[src/btk_pkg.sv]
// Package of constants for the bit timer keying unit.
// Function
// - Count value is count low plus control[7:6].
// - Transmit interval lasts count value plus one.
// - Tick is crystal divided by 16..128.
// - Mode field selects off, transmit, receive.
// - Interrupt enable gates both flag interrupts.
// - Buffer flag vectors 0x04, done flag 0x02.
// - Transmit done when buffer empty and zero.
// - Receive edge on pin sets done flag; an edge arriving with the FIFO full sets buffer flag instead.
// - Control read clears both read-only flags.
// - Taking buffered bit sets buffer flag.
// - Receive writes edge polarity into data bit.
// - Receive count holds ticks since edge.
// - Receive counter overflow sets buffer flag.
package btk_pkg;
	localparam logic [7:0] ADDR_COUNT_LOW = 8'h20;
	localparam logic [7:0] ADDR_CONTROL   = 8'h21;
	localparam logic [7:0] RESET_BYTE     = 8'h00;
	localparam int         CNT_HI_POS     = 6;
	localparam int         MODE_POS       = 4;
	localparam int         IE_POS         = 3;
	localparam int         DONE_POS       = 2;
	localparam int         DATA_POS       = 1;
	localparam int         BUF_POS        = 0;
	localparam logic [1:0] MODE_OFF       = 2'h0;
	localparam logic [1:0] MODE_TX_QUIET  = 2'h1;
	localparam logic [1:0] MODE_RX        = 2'h2;
	localparam logic [1:0] MODE_TX_KEYED  = 2'h3;
	localparam logic [7:0] VEC_BUFFER     = 8'h04;
	localparam logic [7:0] VEC_DONE       = 8'h02;
	localparam logic [9:0] COUNT_MAX      = 10'h3FF;
	localparam int         FIFO_DEPTH     = 8;
	localparam int         FIFO_WIDTH     = 11;
endpackage

[src/btk_timer.sv]
// Bit timer keying unit with edge capture FIFO.
`timescale 1ns/10ps
`default_nettype none

module btk_fifo #(
	parameter int WIDTH = 8,
	parameter int DEPTH = 8
) (
	input  wire logic             sys_clk,
	input  wire logic             arst_n,
	input  wire logic             inValid,
	output logic                  inReady,
	input  wire logic [WIDTH-1:0] inData,
	output logic                  outValid,
	input  wire logic             outReady,
	output logic      [WIDTH-1:0] outData
);
	localparam int AW = $clog2(DEPTH);
	logic [WIDTH-1:0] mem [DEPTH];
	logic [AW-1:0]    wrPtr_reg;
	logic [AW-1:0]    rdPtr_reg;
	logic [AW:0]      used_reg;
	wire              doPush = inValid && inReady;
	wire              doPop  = outValid && outReady;
	assign inReady  = (used_reg != (AW+1)'(DEPTH));
	assign outValid = (used_reg != '0);
	assign outData  = mem[rdPtr_reg];
	always_ff @(posedge sys_clk) begin
		if (doPush) begin
			mem[wrPtr_reg] <= inData;
		end
	end
	always_ff @(posedge sys_clk or negedge arst_n) begin
		if (!arst_n) begin
			wrPtr_reg <= '0;
			rdPtr_reg <= '0;
			used_reg  <= '0;
		end else begin
			if (doPush) wrPtr_reg <= wrPtr_reg + AW'(1);
			if (doPop) rdPtr_reg <= rdPtr_reg + AW'(1);
			used_reg <= used_reg + (AW+1)'(doPush) - (AW+1)'(doPop);
		end
	end
endmodule // btk_fifo

module btk_timer (
	input  wire logic       sys_clk,
	input  wire logic       arst_n,
	input  wire logic [1:0] clock_divide_select,
	input  wire logic [7:0] ioAddr,
	input  wire logic       ioWrite,
	input  wire logic       ioRead,
	input  wire logic [7:0] ioWdata,
	output logic      [7:0] ioRdata,
	input  wire logic       edge_input_pin,
	output logic            txKey,
	output logic            irqDone,
	output logic            buffer_interrupt,
	output logic      [7:0] irqVector
);
	import btk_pkg::*;

	function automatic logic hitAddr(input logic [7:0] a, input logic [7:0] b);
		return a == b;
	endfunction

	logic [7:0] countLow_reg;
	logic [1:0] countHi_reg;
	logic [1:0] mode_reg;
	logic       ie_reg;
	logic       done_reg;
	logic       dataBit_reg;
	logic       bufFlag_reg;
	logic       bufFull_reg;
	logic       shiftBit_reg;
	logic       active_reg;
	logic [9:0] downCnt_reg;
	logic [9:0] upCnt_reg;
	logic [6:0] div_reg;
	logic       sync1_reg;
	logic       sync2_reg;
	logic       pinLast_reg;
	logic       capVal_reg;
	logic       ovfPend_reg;
	logic [7:0] ioRdata_reg;
	logic       txKey_reg;
	logic       irqDone_reg;
	logic       irqBuf_reg;
	logic [7:0] irqVec_reg;

	wire wrLow  = ioWrite && hitAddr(ioAddr, ADDR_COUNT_LOW);
	wire wrCtl  = ioWrite && hitAddr(ioAddr, ADDR_CONTROL);
	wire rdLow  = ioRead && hitAddr(ioAddr, ADDR_COUNT_LOW);
	wire rdCtl  = ioRead && hitAddr(ioAddr, ADDR_CONTROL);
	wire [9:0] countVal = {countHi_reg, countLow_reg};
	wire isTx   = mode_reg[0];
	wire isRx   = (mode_reg == MODE_RX);

	// Tick at the divided system clock rate.
	wire [6:0] divMask = (clock_divide_select == 2'h3) ? 7'h0F :
		(clock_divide_select == 2'h2) ? 7'h1F :
		(clock_divide_select == 2'h1) ? 7'h3F : 7'h7F;
	wire tick = ((div_reg & divMask) == divMask);

	// Transmit: load the buffered bit when idle, or when the interval ends.
	wire expire  = active_reg && tick && (downCnt_reg == 10'h000);
	wire needBit = isTx && tick && (!active_reg || (downCnt_reg == 10'h000));
	wire takeBit = needBit && bufFull_reg;
	wire txDone  = isTx && expire && !bufFull_reg;

	// Receive: detect edges on the synchronised pin.
	wire pinEdge = isRx && (sync2_reg != pinLast_reg);
	wire rxOvf   = isRx && tick && !pinEdge && (upCnt_reg == COUNT_MAX);

	// Captured edges queue in the FIFO so software reads them in order.
	logic       qInReady;
	logic       qOutValid;
	logic [10:0] qOutData;
	wire qPop = qOutValid && !capVal_reg;
	btk_fifo #(.WIDTH(FIFO_WIDTH), .DEPTH(FIFO_DEPTH)) uQueue (
		.sys_clk (sys_clk),
		.arst_n  (arst_n),
		.inValid (pinEdge),
		.inReady (qInReady),
		.inData  ({sync2_reg, upCnt_reg}),
		.outValid(qOutValid),
		.outReady(qPop),
		.outData (qOutData)
	);

	wire doneSet = txDone || (qPop && isRx);
	wire bufSet  = takeBit || rxOvf || ovfPend_reg || (pinEdge && !qInReady);
	wire [7:0] ctlView = {countHi_reg, mode_reg, ie_reg, done_reg, dataBit_reg, bufFlag_reg};

	always_ff @(posedge sys_clk or negedge arst_n) begin
		if (!arst_n) begin
			div_reg   <= '0;
			sync1_reg <= 1'b0;
			sync2_reg <= 1'b0;
			pinLast_reg <= 1'b0;
		end else begin
			div_reg   <= div_reg + 7'h01;
			sync1_reg <= edge_input_pin;
			sync2_reg <= sync1_reg;
			pinLast_reg <= sync2_reg;
		end
	end

	always_ff @(posedge sys_clk or negedge arst_n) begin
		if (!arst_n) begin
			countLow_reg <= RESET_BYTE;
			countHi_reg  <= 2'h0;
			mode_reg     <= MODE_OFF;
			ie_reg       <= 1'b0;
			dataBit_reg  <= 1'b0;
			bufFull_reg  <= 1'b0;
			capVal_reg   <= 1'b0;
		end else begin
			capVal_reg <= qPop || (capVal_reg && !rdCtl);
			if (qPop && isRx) begin
				{dataBit_reg, countHi_reg, countLow_reg} <= qOutData;
			end else begin
				if (wrLow) countLow_reg <= ioWdata;
				if (wrCtl) begin
					countHi_reg <= ioWdata[CNT_HI_POS +: 2];
					dataBit_reg <= ioWdata[DATA_POS];
				end
			end
			if (wrCtl) begin
				mode_reg <= ioWdata[MODE_POS +: 2];
				ie_reg   <= ioWdata[IE_POS];
			end
			if (wrCtl && ioWdata[MODE_POS]) bufFull_reg <= 1'b1;
			else if (takeBit || !isTx) bufFull_reg <= 1'b0;
		end
	end

	always_ff @(posedge sys_clk or negedge arst_n) begin
		if (!arst_n) begin
			active_reg   <= 1'b0;
			shiftBit_reg <= 1'b0;
			downCnt_reg  <= '0;
			upCnt_reg    <= '0;
			ovfPend_reg  <= 1'b0;
		end else begin
			ovfPend_reg <= 1'b0;
			if (!isTx) begin
				active_reg <= 1'b0;
			end else if (takeBit) begin
				active_reg   <= 1'b1;
				shiftBit_reg <= dataBit_reg;
				downCnt_reg  <= countVal;
			end else if (expire) begin
				active_reg <= 1'b0;
			end else if (active_reg && tick) begin
				downCnt_reg <= downCnt_reg - 10'h001;
			end
			if (!isRx || pinEdge) begin
				upCnt_reg <= (pinEdge && tick) ? 10'h001 : 10'h000;
			end else if (tick) begin
				upCnt_reg <= upCnt_reg + 10'h001;
			end
		end
	end

	always_ff @(posedge sys_clk or negedge arst_n) begin
		if (!arst_n) begin
			done_reg    <= 1'b0;
			bufFlag_reg <= 1'b0;
		end else begin
			done_reg    <= doneSet || (done_reg && !rdCtl);
			bufFlag_reg <= bufSet || (bufFlag_reg && !rdCtl);
		end
	end

	always_ff @(posedge sys_clk or negedge arst_n) begin
		if (!arst_n) begin
			ioRdata_reg <= RESET_BYTE;
			txKey_reg   <= 1'b0;
			irqDone_reg <= 1'b0;
			irqBuf_reg  <= 1'b0;
			irqVec_reg  <= RESET_BYTE;
		end else begin
			ioRdata_reg <= rdCtl ? ctlView : (rdLow ? countLow_reg : RESET_BYTE);
			txKey_reg   <= (mode_reg == MODE_TX_KEYED) && active_reg && shiftBit_reg;
			irqDone_reg <= ie_reg && done_reg;
			irqBuf_reg  <= ie_reg && bufFlag_reg;
			irqVec_reg  <= (ie_reg && bufFlag_reg) ? VEC_BUFFER :
				((ie_reg && done_reg) ? VEC_DONE : RESET_BYTE);
		end
	end

	assign ioRdata          = ioRdata_reg;
	assign txKey            = txKey_reg;
	assign irqDone          = irqDone_reg;
	assign buffer_interrupt = irqBuf_reg;
	assign irqVector        = irqVec_reg;
endmodule // btk_timer

`default_nettype wire

[config.mk]
export PLATFORM = sky130hd
export DESIGN_NAME = btk_timer
export DESIGN_NICKNAME = d
export VERILOG_FILES = /design/src/btk_pkg.sv /design/src/btk_timer.sv
export SDC_FILE = /design/constraint.sdc
export NUM_CORES = 1
export LEC_CHECK = 0
export ABC_AREA = 1
export BUFFER_PORTS_ARGS = -buffer_cell sky130_fd_sc_hd__buf_2
export CAP_MARGIN = 20
export CORE_AREA = 5 5 154 156
export CTS_BUF_LIST = sky130_fd_sc_hd__clkbuf_2 sky130_fd_sc_hd__clkbuf_4 sky130_fd_sc_hd__clkbuf_8
export DETAILED_ROUTE_END_ITERATION = 16
export DIE_AREA = 0 0 159 161
export MAX_ROUTING_LAYER = met4
export SYNTH_ARGS = -nofsm -noshare
export SYNTH_HDL_FRONTEND = slang
export SYNTH_HIERARCHICAL = 1
export SYNTH_SLANG_ARGS = --single-unit
[constraint.sdc]
create_clock -name sys_clk -period 2.3 [get_ports sys_clk]
set_input_delay 0.69 -clock sys_clk [delete_from_list [all_inputs] [get_ports sys_clk]]
set_output_delay 0.69 -clock sys_clk [all_outputs]
set_load 0.1 [all_outputs]
**Yosys cells after proc, flatten, opt, wreduce, memory -nomap -nowiden**

Memories as Yosys holds them, arrays and structs flattened.
Cells that the tools add are included.

- Register bits after elaboration: 74
- Bits in writable memories: 88
- Input bits: 23
- Output and inout port bits: 19
- Memories kept: 1

Memory list:

| memory | depth | bits a word | read ports | clocked after Yosys merged registers in | wr ports | line | text |
|---|---|---|---|---|---|---|---|
| uQueue.mem | 8 | 11 | 1 | 0 | 1 | btk_timer.sv:19 | `logic [WIDTH-1:0] mem [DEPTH];` |

- Add/subtract/negate cells: 7
- Equality and inequality tests: 13
- Reduce and logical (&&, ||, !) cells: 55
- Multiplexer cells: 26
- Bitwise operators: 1

Operators with widths:

| operator | number |
|---|---|
| 10-bit 2-to-1 mux | 5 |
| 8-bit 2-to-1 mux | 4 |
| 1-bit logical AND | 29 |
| 7-bit 2-to-1 mux | 3 |
| 8-bit by 6-bit equality test with 1-bit output (second input constant) | 2 |
| 10-bit by 1-bit adder with 10-bit output (second input constant) | 1 |
| 10-bit equality test (second input constant) | 1 |
| 10-bit zero test | 1 |
| 1-bit 2-to-1 mux | 10 |
| 2-bit nonzero test | 5 |
| 10-bit by 1-bit subtractor with 10-bit output (second input constant) | 1 |
| 1-bit logical OR | 9 |
| 2-bit equality test (second input constant) | 4 |
| 1-bit zero test | 8 |
| 7-bit by 1-bit adder with 7-bit output (second input constant) | 1 |
| 7-bit AND | 1 |
| 7-bit equality test | 1 |
| 3-bit by 1-bit adder with 3-bit output (second input constant) | 2 |
| 2-bit 2-to-1 mux | 3 |
| 4-bit by 1-bit adder with 4-bit output | 1 |
| 4-bit != test (second input constant) | 1 |
| 4-bit nonzero test | 1 |
| 4-bit by 1-bit subtractor with 4-bit output | 1 |
| 3-bit 2-to-1 mux | 1 |
| other kinds (6) | 6 |

**Depth between registers and ports, before layout**

- Depth in word-level cells: 12
- Depth in mapped cells: 13
- Mapped depth without buffers: 13

**Cells and area by module**

Netlist, hierarchy kept.

By module, submodules not included:

| module | sequential area each (um^2) | times used | cells each | area an instance (um^2) |
|---|---|---|---|---|
| btk_fifo | 2,892.8 | 1 | 446 | 4,463.0 |
| btk_timer | 1,551.5 | 1 | 379 | 3,150.5 |

**Worst setup path before layout**

No wires, ideal clock.

- Kind: reg-to-reg
- Start: register sync2_reg
- End: memory uQueue/mem[0][0] (netlist bit), enable pin
- Path slack: 0.048 ns
- Path buffers: 1
- Data arrival time: 1.859 ns
- Cell stages (with the launch flop): 6
- Data required time: 1.907 ns
- Library setup time: 0.393 ns
- Path through: dfrtp_1 xnor2_1 nor2_1 nand2_1 buf_4 nor3_1

- Cells in the longest elaborated chain, start to end: 5

RTL lines:

| element | line | text |
|---|---|---|
| from (decl) | btk_timer.sv:81 | `logic sync2_reg;` |
| from (signal assigned) | btk_timer.sv:144 | `sync2_reg <= sync1_reg;` |
| 1-bit != test | btk_timer.sv:112 | `wire pinEdge = isRx && (sync2_reg != pinLast_reg);` |
| 1-bit logical AND | btk_timer.sv:112 |  |
| named net pinEdge | btk_timer.sv:112 |  |
| 1-bit logical AND | btk_timer.sv:23 | `wire doPush = inValid && inReady;` |
| 1-bit 2-to-1 mux | btk_timer.sv:29 | `if (doPush) begin` |
| 1-bit 2-to-1 mux (implied by the code) | btk_timer.sv:30 | `mem[wrPtr_reg] <= inData;` |
| to (decl) | btk_timer.sv:19 |  |

The timed path passes the listed nets, and every way through them passes these cells.

**Worst setup path after layout**

- Start: register uQueue.used_reg[2]
- End: register uQueue.used_reg[1]

- Cells in the longest elaborated chain, start to end: 4

RTL lines:

| element | line | text |
|---|---|---|
| from (decl) | btk_timer.sv:22 | `logic [AW:0] used_reg;` |
| from (signal assigned) | btk_timer.sv:41 | `used_reg <= used_reg + (AW+1)'(doPush) - (AW+1)'(doPop);` |
| 4-bit nonzero test | btk_timer.sv:26 | `assign outValid = (used_reg != '0);` |
| named net qOutValid | btk_timer.sv:117 | `logic qOutValid;` |
| 1-bit logical AND | btk_timer.sv:119 | `wire qPop = qOutValid && !capVal_reg;` |
| named net qPop | btk_timer.sv:119 |  |
| 1-bit logical AND | btk_timer.sv:24 | `wire doPop = outValid && outReady;` |
| named net uQueue.doPop | btk_timer.sv:24 |  |
| 4-bit by 1-bit subtractor with 4-bit output | btk_timer.sv:41 |  |

The timed path passes the listed nets, and every way through them passes these cells.
A chain may end at the register's enable or synchronous reset.

==> impl_results.md <==
- Fmax: approximately 470 MHz
- Highest routed layer: met4
- Remaining antenna violation count after routing: 0
- Routed wire length: about 16000 um
- First-pass GRT wire length: 26890 um
- Antenna Cells: 0
- IO Pins: 42
- Number of global-route vias before repair: 5155
- Critical Path Max Stage Delay: approximately 0.45 ns
- Clock Latency Late Sink: approximately 0.45 ns
- Peak supply drop: roughly 0.60 mV
- Ys flop type: edfxtp_1
- Leakage: about 4.2 nW
- Unique masters post-synth: 35
- Slowest library cell on the worst path: fa_2
- Setup crit end kind: flop
- Max reg flops: roughly 90
- WL met1: 7430 um
- Unrepaired setup endpoints after global routing: no
- Largest net degree at the start of global routing: 46
- Final worst-path cycle share: 0.9295
- Max-cap violations: 0
- Largest cells by area after synthesis: edfxtp_1 35%, dfrtp_1 24%, nand2_1 13%
- Seq/Total Area, Yosys: 0.5837
- Detail Route met2 WL: 8027 um
- Total CTS buffers: 17
- Clock Sink Count: 160
- Max-slew headroom: 0.6400
- Crit path time final: about 2.1 ns
- Post-DP HPWL: approximately 11000 um
- Routed via count: about 5300
- CP dominant cell by count: inv_1
- Setup bufs post-CTS: 0
- Synthesized area: 0.007614 mm^2
- Final global-route overflow total: 0
- Count of state elements after synthesis: 160
- Detailed Route Iter0 Violations: 340
- Clock Skew: 0.008366 ns
- Layout Nets: approximately 910
- Hold_buf cts: 0
- Die X: 159 um
- Final setup violation count: 0
- Final Util: 0.3835
- Slew @ Worst Pin: 0.5392 ns
- Min-Delay Path Class: input port to asynchronous set/reset pin
- CTS tree: done
- Initial antenna violation count: 0
- Critical-path maximum fanout: 3
- Post-synth top cells: 256 x nand2_1, 143 x inv_1, 88 x edfxtp_1, 72 x dfrtp_1, 71 x nand3_1
- Critical Path, Cell by Cell: inv_1 > ha_1 > nand3_1 > inv_1 > nor2_1 > nand2_1 > inv_1 > ha_1 > inv_1 > ha_2 > fa_2
- Input/output buffers: 35
- Post-CTS sizing: 0
- # rows: between 50 and 60
- PwrDens: between 800 and 900 mW/mm^2
- Area leader, netlist: edfxtp_1
- Die area: 0.02560 mm^2
- Synth Instances: 825
- Hold violation total from the final report: 0
- Starting Density: 0.3425
- WP data required: around 2.6 ns
- Clock slew at reported path FFs: approximately 0.09 ns
- Post-synth EDFFs: 88
- Avg WL per Cell: 13.87 um
- Residual DRC: 0
- Share of post-route cells with drive strength above 1: 0.1326
- Top-count cell post-synth: nand2_1
- Total GRT Usage: 0.1351
- Yosys top cell area share: 0.3471
- Root buffer cell: clkbuf_8
- Htree depth: 4
- Met3 WL: approximately 700 um
- CP Class: flop to flop
- Core area: 0.02223 mm^2
- Syn_area_per_cell: roughly 9 um^2
- Drt pass-1 iters: 7
- Die height: between 150 and 200 um
- Slew Limit Fails: 0
- Total negative setup slack: 0 ns
- YS warnings: 6
- Longest Clk Path Bufs: 2
- WP data arrival: between 2 and 2.5 ns
- R2r setup slk: 0.16 ns
- Vias per std cell: around 4.5
- Routability-driven placement congestion ratio: between 0.7 and 0.8
- Ys async rst share: 0.4500
- Status: finished clean
- Growth of design area from synthesis to finish: 11.95%
- Nature of the critical path startpoint: flop
final timing paths:
| kind | end | from | cells past startpoint |
|---|---|---|---|
| worst max-delay path | uQueue/used_reg[1] | uQueue/used_reg[2] | 11 |
| worst min-delay path | downCnt_reg[6] | arst_n | 1 |
| worst max register to register | uQueue/used_reg[1] | uQueue/used_reg[2] | 11 |
| worst min register to register | sync2_reg | sync1_reg | 0 |
| max in group asynchronous | upCnt_reg[6] | arst_n | 2 |
| min in group sys_clk | sync1_reg | edge_input_pin | 1 |
report_power, final:
part           switching, mW  total, mW  internal, mW
clock network           1.13       1.91         0.778
logic                   1.24       1.83         0.587
registers              0.123       3.29          3.17
layout make-up:
| type | instances | area [um^2] |
|---|---|---|
| Clock buffer | 17 | 234.0 |
| Clock inverter | 15 | 125.1 |
| Fill cell | 2173 | 13700 |
| Inverter | 147 | 556.8 |
| Multi-Input combinational cell | 490 | 2421 |
| Sequential cell | 160 | 4444 |
| Tap cell | 285 | 356.6 |
| Timing Repair Buffer | 61 | 385.4 |
cell usage in the layout (no fill, tap or decap), types with 2 or more instances in the layout:
cell type	netlist	routed
a21oi_1	7	7
a31oi_1	8	8
buf_2	11	34
buf_4	14	26
clkbuf_8	0	17
clkinv_4	0	4
conb_1	1	6
dfrtp_1	72	72
edfxtp_1	88	88
ha_1	12	11
inv_1	143	143
inv_2	3	3
inv_6	1	8
nand2_1	256	256
nand2_2	2	2
nand3_1	71	71
nand3_2	4	4
nand3b_1	2	2
nand4_1	16	16
nor2_1	32	32
nor2_2	3	3
nor3_1	15	11
nor3_2	0	4
nor3b_2	2	2
o21ai_0	16	16
o22ai_1	7	7
o31ai_1	2	2
xnor2_1	9	9
xor2_1	13	13
cell families after synthesis:
kind of cell	count (synthesis)	synth area share
and+or+nand+nor	406	0.2316
AOI/OAI and AO/OA	43	0.03254
buffers and inverters	180	0.1040
other	1	0.0004925
DFF	160	0.5837
adders and majority gates	13	0.02235
xor gates and xnor gates	22	0.02531
layer usage:
layer | track usage | vias to the layer above
li1 | - | 2714
met1 | 0.1731 | 2470
met2 | 0.2218 | 94
met3 | 0.02501 | 11
met4 | 0.03722 | 0
met5 | - | -
metrics by stage:
| stage | instance area, um^2 | worst slack (ns) | total power, mW | cells | hold slack (ns) |
|---|---|---|---|---|---|
| after floorplan | 7632 | 0.04800 | 4.748 | 830 | 0.3312 |
| after global placement | 8159 | 0.1570 | 5.175 | 1143 | 0.3412 |
| after detailed placement | 8159 | 0.09983 | 5.196 | 1143 | 0.3418 |
| after CTS | 8518 | 0.06372 | 7.110 | 1175 | 0.1559 |
| after global routing | 8523 | 0.01767 | 7.510 | 1175 | 0.1804 |
| final | 8523 | 0.1622 | 7.023 | 1175 | 0.1713 |
worst max-delay path: cells and delay by family, from the launching register on:
family | cells | cell delay, ns
AND/OR/NAND/NOR | 3 | 0.33
buffers and inverters | 4 | 0.27
flip-flops | 1 | 0.33
adder cells (fa/ha/maj) | 4 | 1.08
Note: power is estimated with default switching activity, not from simulation.
